--- src/design/pms_defines.vh ---
`ifndef PMS_DEFINES_VH
`define PMS_DEFINES_VH

// ----------------------------------------
// Bus geometry
// ----------------------------------------
`define PMS_ADDR_W        12
`define PMS_DATA_W        32
`define PMS_FIELD_W       16
`define PMS_NUM_REGS      14
`define PMS_WE_LSB        16

// ----------------------------------------
// Register byte offsets
// ----------------------------------------
`define PMS_OFF_P8A_FUNC  12'h080
`define PMS_OFF_P8B_FUNC  12'h084
`define PMS_OFF_P1_UPPER  12'h104
`define PMS_OFF_P2_LOWER  12'h108
`define PMS_OFF_P2_UPPER  12'h10c
`define PMS_OFF_P3_LOWER  12'h110
`define PMS_OFF_P3_UPPER  12'h114
`define PMS_OFF_P4_LOWER  12'h118
`define PMS_OFF_P4_UPPER  12'h11c
`define PMS_OFF_P5_LOWER  12'h120
`define PMS_OFF_P5_UPPER  12'h124
`define PMS_OFF_P6_LOWER  12'h128
`define PMS_OFF_P6_UPPER  12'h12c
`define PMS_OFF_P7_LOWER  12'h130

// ----------------------------------------
// Reset values of the low halves
// ----------------------------------------
`define PMS_RST_ZERO      16'h0000
`define PMS_RST_P1_UPPER  16'h0f00
`define PMS_RST_P3_LOWER  16'h20ff
`define PMS_RST_P3_UPPER  16'hff04
`define PMS_RST_P4_LOWER  16'h0120
`define PMS_RST_P6_LOWER  16'h0100
`define PMS_RST_P6_UPPER  16'h0010

// ----------------------------------------
// Implemented bits (reserved bits are zero)
// ----------------------------------------
`define PMS_IMP_P8A       16'h001f
`define PMS_IMP_P8B       16'h000f
`define PMS_IMP_HIGH      16'hff00
`define PMS_IMP_LOW       16'h00ff
`define PMS_IMP_FULL      16'hffff

// ----------------------------------------
// Function selector codes
// ----------------------------------------
`define PMS_SEL_GPIO      2'b00
`define PMS_SEL_ALT1      2'b01
`define PMS_SEL_ALT2      2'b10

`endif

--- src/design/pms_mask_reg.v ---
`timescale 1ns/100ps
`default_nettype none

// ----------------------------------------
// One bank register with per-bit write mask
// ----------------------------------------
module pms_mask_reg #(
  parameter [15:0] RESET_VAL = 16'h0000,
  parameter [15:0] IMPL_MASK = 16'hffff
) (
  input  wire        clk,
  input  wire        resetn,
  input  wire        wrEn,
  input  wire [31:0] wrData,
  output wire [15:0] fieldVal,
  output wire [15:0] fieldNext
);

  reg  [15:0] field_reg;
  wire [15:0] bitWe;

  // Upper half gates the lower half bit by bit; reserved bits never open
  assign bitWe     = wrEn ? (wrData[31:16] & IMPL_MASK) : 16'h0000;
  assign fieldNext = (field_reg & ~bitWe) | (wrData[15:0] & bitWe);
  assign fieldVal  = field_reg;

  // Field storage, new value one cycle after the write
  always @(posedge clk) begin
    if (!resetn) begin
      field_reg <= RESET_VAL & IMPL_MASK;
    end else begin
      field_reg <= fieldNext;
    end
  end

endmodule // pms_mask_reg

`default_nettype wire

--- src/design/pms_addr_decode.v ---
`timescale 1ns/100ps
`default_nettype none

// ----------------------------------------
// Address to one-hot register select
// ----------------------------------------
module pms_addr_decode #(
  parameter NUM_REGS = 14,
  parameter ADDR_W   = 12,
  parameter [NUM_REGS*ADDR_W-1:0] ADDR_TABLE = {NUM_REGS*ADDR_W{1'b0}}
) (
  input  wire [ADDR_W-1:0]   addr,
  output wire [NUM_REGS-1:0] hit
);

  genvar i;

  // Exact word match; anything else selects nothing
  generate
    for (i = 0; i < NUM_REGS; i = i + 1) begin : gCmp
      assign hit[i] = (addr == ADDR_TABLE[i*ADDR_W +: ADDR_W]);
    end
  endgenerate

endmodule // pms_addr_decode

`default_nettype wire

--- src/design/pms_bank.v ---
// Summary of operation
// Upper bit n+16 enables write of bit n
// Speed bit zero slow, one fast edges
// Port 8A bit 4: gpio or card detect
// Port 8A pin 1: gpio, PS/2 data, 3.3V
// Port 8A pin 0: gpio, PS/2 clock, 1.8V
// Port 8B pin 1: gpio, serial transmit, clock
// Port 8B pin 0: gpio, serial receive, reset
// Port 8B bits 15:4 read zero, fixed
// Port 1D speed resets to 0x0f
// Port 3B resets 0x20, 3A 0xff
// Port 3D resets 0xff, 3C 0x04
// Port 4B resets 0x01, 4A 0x20
// Port 6B resets 0x01, 6A zero
// Only port 6C implemented, resets 0x10
// Listed reserved speed bytes read zero
// Other listed speed fields reset zero
// Write-enable half always reads zero
// Fields drive pads, update next cycle
`timescale 1ns/100ps
`default_nettype none
`include "pms_defines.vh"

module pms_bank #(
  parameter NUM_REGS = `PMS_NUM_REGS,
  parameter ADDR_W   = `PMS_ADDR_W
) (
  input  wire              clk,
  input  wire              resetn,
  input  wire [ADDR_W-1:0] regAddr,
  input  wire [31:0]       regWrData,
  input  wire              regWrStb,
  input  wire              regRdStb,
  output wire [31:0]       regRdData,
  output wire              port8aPin2Function,
  output wire [1:0]        port8aPin1Function,
  output wire [1:0]        port8aPin0Function,
  output wire [1:0]        port8bPin1Function,
  output wire [1:0]        port8bPin0Function,
  output wire              smartcardDetectAltEn,
  output wire              ps2DataEn,
  output wire              smartcardSupply3v3CtlEn,
  output wire              ps2ClockEn,
  output wire              smartcardSupply1v8CtlEn,
  output wire              serialPort2TransmitEn,
  output wire              smartcardClockEn,
  output wire              serialPort2ReceiveEn,
  output wire              smartcardResetEn,
  output wire [7:0]        port1dEdgeSpeed,
  output wire [7:0]        port2aEdgeSpeed,
  output wire [7:0]        port2bEdgeSpeed,
  output wire [7:0]        port2cEdgeSpeed,
  output wire [7:0]        port3aEdgeSpeed,
  output wire [7:0]        port3bEdgeSpeed,
  output wire [7:0]        port3cEdgeSpeed,
  output wire [7:0]        port3dEdgeSpeed,
  output wire [7:0]        port4aEdgeSpeed,
  output wire [7:0]        port4bEdgeSpeed,
  output wire [7:0]        port4cEdgeSpeed,
  output wire [7:0]        port4dEdgeSpeed,
  output wire [7:0]        port5bEdgeSpeed,
  output wire [7:0]        port5cEdgeSpeed,
  output wire [7:0]        port6aEdgeSpeed,
  output wire [7:0]        port6bEdgeSpeed,
  output wire [7:0]        port6cEdgeSpeed,
  output wire [7:0]        port7aEdgeSpeed,
  output wire [7:0]        port7bEdgeSpeed
);

  // ----------------------------------------
  // Register index map
  // ----------------------------------------
  // Function selector registers
  localparam IX_P8A = 0;
  localparam IX_P8B = 1;

  // Speed registers in address order
  localparam IX_P1H = 2;
  localparam IX_P2L = 3;
  localparam IX_P2H = 4;
  localparam IX_P3L = 5;
  localparam IX_P3H = 6;
  localparam IX_P4L = 7;
  localparam IX_P4H = 8;
  localparam IX_P5L = 9;
  localparam IX_P5H = 10;
  localparam IX_P6L = 11;
  localparam IX_P6H = 12;
  localparam IX_P7L = 13;

  // Byte offsets, index 0 in the low slice
  localparam [14*12-1:0] ADDR_TABLE = {
    `PMS_OFF_P7_LOWER,
    `PMS_OFF_P6_UPPER,
    `PMS_OFF_P6_LOWER,
    `PMS_OFF_P5_UPPER,
    `PMS_OFF_P5_LOWER,
    `PMS_OFF_P4_UPPER,
    `PMS_OFF_P4_LOWER,
    `PMS_OFF_P3_UPPER,
    `PMS_OFF_P3_LOWER,
    `PMS_OFF_P2_UPPER,
    `PMS_OFF_P2_LOWER,
    `PMS_OFF_P1_UPPER,
    `PMS_OFF_P8B_FUNC,
    `PMS_OFF_P8A_FUNC
  };

  // Reset values of every low half
  localparam [14*16-1:0] RESET_TABLE = {
    `PMS_RST_ZERO,                           // Ports 7A/7B
    `PMS_RST_P6_UPPER,                       // Port 6C
    `PMS_RST_P6_LOWER,                       // Ports 6B/6A
    `PMS_RST_ZERO,                           // Port 5C
    `PMS_RST_ZERO,                           // Port 5B
    `PMS_RST_ZERO,                           // Ports 4D/4C
    `PMS_RST_P4_LOWER,                       // Ports 4B/4A
    `PMS_RST_P3_UPPER,                       // Ports 3D/3C
    `PMS_RST_P3_LOWER,                       // Ports 3B/3A
    `PMS_RST_ZERO,                           // Port 2C
    `PMS_RST_ZERO,                           // Ports 2B/2A
    `PMS_RST_P1_UPPER,                       // Port 1D
    `PMS_RST_ZERO,                           // Port 8B selectors
    `PMS_RST_ZERO                            // Port 8A selectors
  };

  // Implemented bits; the rest read zero and ignore writes
  localparam [14*16-1:0] IMPL_TABLE = {
    `PMS_IMP_FULL,
    `PMS_IMP_LOW,                            // Upper byte reserved
    `PMS_IMP_FULL,
    `PMS_IMP_LOW,                            // Upper byte reserved
    `PMS_IMP_HIGH,                           // Lower byte reserved
    `PMS_IMP_FULL,
    `PMS_IMP_FULL,
    `PMS_IMP_FULL,
    `PMS_IMP_FULL,
    `PMS_IMP_LOW,                            // Upper byte reserved
    `PMS_IMP_FULL,
    `PMS_IMP_HIGH,                           // Lower byte reserved
    `PMS_IMP_P8B,                            // Bits 15:4 reserved
    `PMS_IMP_P8A
  };

  // ----------------------------------------
  // Selector decode helper
  // ----------------------------------------
  // Code 11 is reserved and behaves like gpio: no alternate enable
  function selIs;
    input [1:0] code;
    input [1:0] want;
    begin
      selIs = (code == want);
    end
  endfunction

  // ----------------------------------------
  // Bus decode and register cells
  // ----------------------------------------
  wire [NUM_REGS-1:0]    regHit;
  wire [NUM_REGS*16-1:0] fieldAll;
  wire [NUM_REGS*16-1:0] nextAll;
  wire [NUM_REGS-1:0]    regWrHit;

  pms_addr_decode #(
    .NUM_REGS   (NUM_REGS),
    .ADDR_W     (ADDR_W),
    .ADDR_TABLE (ADDR_TABLE)
  ) uDecode (
    .addr (regAddr),
    .hit  (regHit)
  );

  // Write strobe qualified per register; unmapped addresses open no cell
  assign regWrHit = regHit & {NUM_REGS{regWrStb}};

  genvar i;

  // One masked cell per register; unmapped writes reach no cell
  generate
    for (i = 0; i < NUM_REGS; i = i + 1) begin : gReg
      pms_mask_reg #(
        .RESET_VAL (RESET_TABLE[i*16 +: 16]),
        .IMPL_MASK (IMPL_TABLE[i*16 +: 16])
      ) uCell (
        .clk       (clk),
        .resetn    (resetn),
        .wrEn      (regWrHit[i]),
        .wrData    (regWrData),
        .fieldVal  (fieldAll[i*16 +: 16]),
        .fieldNext (nextAll[i*16 +: 16])
      );
    end
  endgenerate

  // ----------------------------------------
  // Read path
  // ----------------------------------------
  reg  [31:0] rdData_reg;
  reg  [15:0] rdMux;
  integer     k;

  // OR of the selected cell; reserved bits are already zero in the cells
  always @* begin
    rdMux = 16'h0000;
    for (k = 0; k < NUM_REGS; k = k + 1) begin
      if (regHit[k]) begin
        rdMux = rdMux | fieldAll[k*16 +: 16];
      end
    end
  end

  // Data valid only in the cycle after the strobe; mask half reads zero
  always @(posedge clk) begin
    if (!resetn) begin
      rdData_reg <= 32'h00000000;
    end else if (regRdStb) begin
      rdData_reg <= {16'h0000, rdMux};
    end else begin
      rdData_reg <= 32'h00000000;
    end
  end

  assign regRdData = rdData_reg;

  // ----------------------------------------
  // Port 8 function selectors
  // ----------------------------------------
  wire [15:0] p8aVal  = fieldAll[IX_P8A*16 +: 16];
  wire [15:0] p8bVal  = fieldAll[IX_P8B*16 +: 16];
  wire [15:0] p8aNext = nextAll[IX_P8A*16 +: 16];
  wire [15:0] p8bNext = nextAll[IX_P8B*16 +: 16];

  // Port 8A raw selector codes straight from the cell
  assign port8aPin2Function = p8aVal[4];
  assign port8aPin1Function = p8aVal[3:2];
  assign port8aPin0Function = p8aVal[1:0];

  // Port 8B raw selector codes; bits 15:4 of the cell are never stored
  assign port8bPin1Function = p8bVal[3:2];
  assign port8bPin0Function = p8bVal[1:0];

  // ----------------------------------------
  // Alternate function enables
  // ----------------------------------------
  reg [8:0] altEn_reg;
  reg [8:0] altEn_next;

  // Decoded from the cell's next value so enables track the field exactly
  always @* begin
    altEn_next[0] = p8aNext[4];
    altEn_next[1] = selIs(p8aNext[3:2], `PMS_SEL_ALT1);
    altEn_next[2] = selIs(p8aNext[3:2], `PMS_SEL_ALT2);
    altEn_next[3] = selIs(p8aNext[1:0], `PMS_SEL_ALT1);
    altEn_next[4] = selIs(p8aNext[1:0], `PMS_SEL_ALT2);
    altEn_next[5] = selIs(p8bNext[3:2], `PMS_SEL_ALT1);
    altEn_next[6] = selIs(p8bNext[3:2], `PMS_SEL_ALT2);
    altEn_next[7] = selIs(p8bNext[1:0], `PMS_SEL_ALT1);
    altEn_next[8] = selIs(p8bNext[1:0], `PMS_SEL_ALT2);
  end

  // Registered so pad logic sees glitch-free levels
  always @(posedge clk) begin
    if (!resetn) begin
      altEn_reg <= 9'h000;
    end else begin
      altEn_reg <= altEn_next;
    end
  end

  // Port 8A enables, one per alternate signal
  assign smartcardDetectAltEn    = altEn_reg[0];
  assign ps2DataEn               = altEn_reg[1];
  assign smartcardSupply3v3CtlEn = altEn_reg[2];
  assign ps2ClockEn              = altEn_reg[3];
  assign smartcardSupply1v8CtlEn = altEn_reg[4];

  // Port 8B enables; reserved code 11 leaves the pin on gpio
  assign serialPort2TransmitEn   = altEn_reg[5];
  assign smartcardClockEn        = altEn_reg[6];
  assign serialPort2ReceiveEn    = altEn_reg[7];
  assign smartcardResetEn        = altEn_reg[8];

  // ----------------------------------------
  // Pad edge speed fields
  // ----------------------------------------
  // Each bit drives one pad: 0 slow (half rate) edges, 1 fast edges
  // Taken straight from the cell flops, so pads never see decode glitches

  // ----------------------------------------
  // Ports 1 and 2
  // ----------------------------------------
  // Port 1D sits in the upper byte; the low byte is reserved
  assign port1dEdgeSpeed = fieldAll[IX_P1H*16+8 +: 8];
  // Port 2 has fields for 2A, 2B and 2C only
  assign port2aEdgeSpeed = fieldAll[IX_P2L*16   +: 8];
  assign port2bEdgeSpeed = fieldAll[IX_P2L*16+8 +: 8];
  assign port2cEdgeSpeed = fieldAll[IX_P2H*16   +: 8];

  // ----------------------------------------
  // Port 3
  // ----------------------------------------
  // Both halves fully implemented, all with nonzero defaults
  assign port3aEdgeSpeed = fieldAll[IX_P3L*16   +: 8];
  assign port3bEdgeSpeed = fieldAll[IX_P3L*16+8 +: 8];
  assign port3cEdgeSpeed = fieldAll[IX_P3H*16   +: 8];
  assign port3dEdgeSpeed = fieldAll[IX_P3H*16+8 +: 8];

  // ----------------------------------------
  // Port 4
  // ----------------------------------------
  // 4A and 4B reset nonzero; 4C and 4D reset to slow edges
  assign port4aEdgeSpeed = fieldAll[IX_P4L*16   +: 8];
  assign port4bEdgeSpeed = fieldAll[IX_P4L*16+8 +: 8];
  assign port4cEdgeSpeed = fieldAll[IX_P4H*16   +: 8];
  assign port4dEdgeSpeed = fieldAll[IX_P4H*16+8 +: 8];

  // ----------------------------------------
  // Port 5
  // ----------------------------------------
  // Only 5B and 5C exist; the 5A and 5D bytes read zero
  assign port5bEdgeSpeed = fieldAll[IX_P5L*16+8 +: 8];
  assign port5cEdgeSpeed = fieldAll[IX_P5H*16   +: 8];

  // ----------------------------------------
  // Port 6
  // ----------------------------------------
  // 6C alone is implemented in the upper half
  assign port6aEdgeSpeed = fieldAll[IX_P6L*16   +: 8];
  assign port6bEdgeSpeed = fieldAll[IX_P6L*16+8 +: 8];
  assign port6cEdgeSpeed = fieldAll[IX_P6H*16   +: 8];

  // ----------------------------------------
  // Port 7
  // ----------------------------------------
  // Lower half only: both bytes writable, both reset to slow edges
  assign port7aEdgeSpeed = fieldAll[IX_P7L*16   +: 8];
  assign port7bEdgeSpeed = fieldAll[IX_P7L*16+8 +: 8];

endmodule // pms_bank

`default_nettype wire

--- config.mk ---
export PLATFORM = sky130hd
export DESIGN_NAME = pms_bank
export DESIGN_NICKNAME = d
export VERILOG_FILES = /design/src/design/pms_mask_reg.v /design/src/design/pms_addr_decode.v /design/src/design/pms_bank.v
export VERILOG_INCLUDE_DIRS = /design/src /design/src/design
export SDC_FILE = /design/constraint.sdc
export NUM_CORES = 1
export LEC_CHECK = 0
export BUFFER_PORTS_ARGS = -buffer_cell sky130_fd_sc_hd__buf_4
export CORE_ASPECT_RATIO = 1.25
export CORE_UTILIZATION = 57
export CTS_CLUSTER_SIZE = 14
export DETAILED_ROUTE_END_ITERATION = 8
export PLACE_DENSITY_LB_ADDON = 0.12
export SLEW_MARGIN = 10
export SYNTH_ARGS = -nofsm -noshare
export SYNTH_HDL_FRONTEND = slang
export SYNTH_SLANG_ARGS = --single-unit
export TNS_END_PERCENT = 1
--- constraint.sdc ---
create_clock -name clk -period 4.2 [get_ports clk]
set_input_delay 0.63 -clock clk [delete_from_list [all_inputs] [get_ports clk]]
set_output_delay 0.63 -clock clk [all_outputs]
set_load 0.005 [all_outputs]
==> metrics.yaml <==
power_and_ir_drop:
  switching_share: 0.230
  power.switching_uw: 870
  p_seq_frac: 0.463
  p_int_uw: 2910
  p_comb_frac: 0.064
  clkPwrFrac: 0.473
  power.density_nw_per_um2: 327
  leakage_uw: 0.00450
  peakVddDrop_uv: 208
floorplan:
  placementRows: 52
  die_area_um2: 16900
  die_h_um: 145
  start_util: 0.580
  core_area_um2: 16100
  ios: 250
  die_x_um: 117
critical_path:
  regToRegSetupSlack_ns: 2.69
  cp-start-kind: "input pin"
  cp_data_arrival_time_ns: 3.08
  required_ns: 4.53
  critical_path_class: "in -> reg"
  r2r_cells: 5
  cp-end-kind: "flop"
  crit_path_max_fanout: 21
  regToRegEndpoint: "regRdData[1]"
sta:
  finalHoldViolations: 0
  finalMaxSlewViolations: 0
  finClkSkew_ns: 0.00611
  period_needed_ns: 2.75
  fin_tns_setup_ns: 0
  tightest_slew_ns: 0.929
  fin_ws_ns: 1.45
  fin_crit_sh: 0.655
  max_freq_mhz: 364
  slew_headroom: 0.376
  finalSetupViolCount: 0
  grt_setup_unrepaired: "no"
synthesis:
  yosys_warnings: 0
  ys_seq_area_frac: 0.396
  ys.flop_type: "dfxtp_1"
  synthSimpleGateAreaFrac: 0.312
  async_flop_share: 0
  synth_area_um2: 9350
  ys_seq_elements: 185
  synth-compound-area-share: 0.159
  syn_area_per_cell_um2: 7.80
  synthDistinctLibCells: 56
  yosys.area_share.adder: 0
  synth_mux_area_frac: 0.0586
  synth-edff-count: 0
  syn-instance-count: 1199
  synth-xor-area-share: 0
  synth_top_family_by_area: "simple AND/OR/NAND/NOR gates"
clocking:
  clkSinkCount: 185
  cts_tree: "yes"
  cts_made_buffers: 17
  post_cts_buffers: 0
  clkTransAtPathRegs_ns: 0.07
  insertion_delay_ns: 0.44
  cts.path.max_buffers: 2
  cts.htree.levels: 4
  cts-root-buf: "clkbuf_16"
  postCtsHoldBufs: 0
  cts_resized: 0
min_path:
  hp-start: "regRdStb"
  hold_depth: 2
  whs_endpoint: "regRdData[4]"
  hp-class: "in -> reg"
route:
  vias: 9675
  wl_per_cell_um: 20.5
  wirelength_um: 32000
  dr.pass1.iters: 9
  via_per_inst: 6.19
  ant_nets: 0
  drc: 0
  drt-initial-drc-count: 1100
global_route:
  grt-ovfl-total: 0
  grt_pass1_vias: 8761
  gr-usage-all-layers: 0.377
  antenna_found_initial: 2
  grt_pass1_wl_um: 48600
  grt_max_degree: 102
layout:
  stdcell_count: 1563
  fillers: 1366
  drive_above_1_share: 0.227
  design_area_um2: 11600
  synthToLayoutAreaGrowth_pct: 23.8
  mostFrequentLayoutCells: "299 x nand2_1, 251 x buf_4, 198 x nand3_1"
  fin_nets: 1381
  layout_commonest_cell: "nand2_1"
place:
  postPlaceCellArea_um2: 10900
  routabilityCongestion: 0.851
  dp.cells: 1530
  hpwlAfterDp_um: 21300
  pre_cts_slack_ns: 1.16
  port_buffers: 233
job:
  cap_viol_max_count: 0
status:
  status: "completed"
[logic make-up after synthesis]
kind of cell	after synthesis
AOI/OAI and AO/OA	205
other	1
buffers and inverters	152
and+or+nand+nor	605
muxes	51
DFF	185
[worst max-delay path by stage]
stage	depth (start not counted)	slack (ns)	startpoint	to
global placement	7	1.26	regAddr[2]	flop
floorplan	7	1.94	regAddr[3]	flop
global route	6	1.37	regAddr[4]	flop
finish	7	1.45	regAddr[4]	flop
detailed placement	7	1.16	regAddr[4]	flop
CTS	7	1.60	regAddr[4]	flop
[synthesized netlist by cell type (all sizes together), types with 3 or more instances]
library cell / number / area (um^2)
mux2: 10 / 113
nor4: 6 / 73.8
and3: 6 / 37.5
mux2i: 39 / 390
nand2: 299 / 1120
a222oi: 3 / 30.0
nand4: 11 / 68.8
o22ai: 4 / 25.0
and4: 11 / 96.3
nor4b: 6 / 101
a21boi: 111 / 833
o21ai: 15 / 75.1
and3b: 8 / 70.1
or4b: 3 / 33.8
nor2b: 28 / 175
a22o: 6 / 52.6
nor3: 4 / 20.0
nand3: 198 / 991
a211oi: 4 / 30.0
a22oi: 24 / 180
a32oi: 4 / 35.0
nor2: 15 / 56.3
a31oi: 4 / 25.0
clkbuf: 83 / 312
buf: 68 / 370
a21oi: 16 / 80.1
dfxtp: 185 / 3700
[metal layers]
layer,wire (um),share of wire,global-route usage,vias up
li1,-,-,-,4384
met1,12100,0.38,0.471,4519
met2,15000,0.47,0.587,644
met3,3280,0.10,0.0777,128
met4,1600,0.050,0.232,0
met5,0,0,0,-
[per-stage QoR]
| step | total power [uW] | utilization | hold WS [ns] |
|---|---|---|---|
| final | 3780 | 0.718 | 0.475 |
| after global routing | 3870 | 0.718 | 0.476 |
| after CTS | 3770 | 0.717 | 0.474 |
| after detailed placement | 2020 | 0.677 | 0.480 |
| after global placement | 2020 | 0.677 | 0.469 |
| after floorplan | 1950 | - | 0.456 |
[critical path, cell delays in order]
cell,delay [ns]
buf_4,0.31
nor4b_4,0.80
and4_1,0.68
buf_4,0.39
nand2_1,0.10
nand2_1,0.07
a21boi_0,0.07
[final cells by class]
type	instances	area [um^2]	share of cell area
inverters	1	3.75	0.000324
multi-input cells	877	5060	0.437
well taps	216	270	0.0233
flip-flops and latches	185	3700	0.320
repair buffers	251	1880	0.163
diodes	2	5.00	0.000432
clock buffers	20	457	0.0394
clock inverters	11	194	0.0167
[power by group through the flow]
stage	clock [uW]	sequential, uW	combinational [uW]
global placement	0	1790	230
finish	1790	1750	240
detailed placement	0	1790	231
CTS	1790	1750	232
global route	1860	1750	249
floorplan	0	1790	161
(Power assumes the default switching activity.)
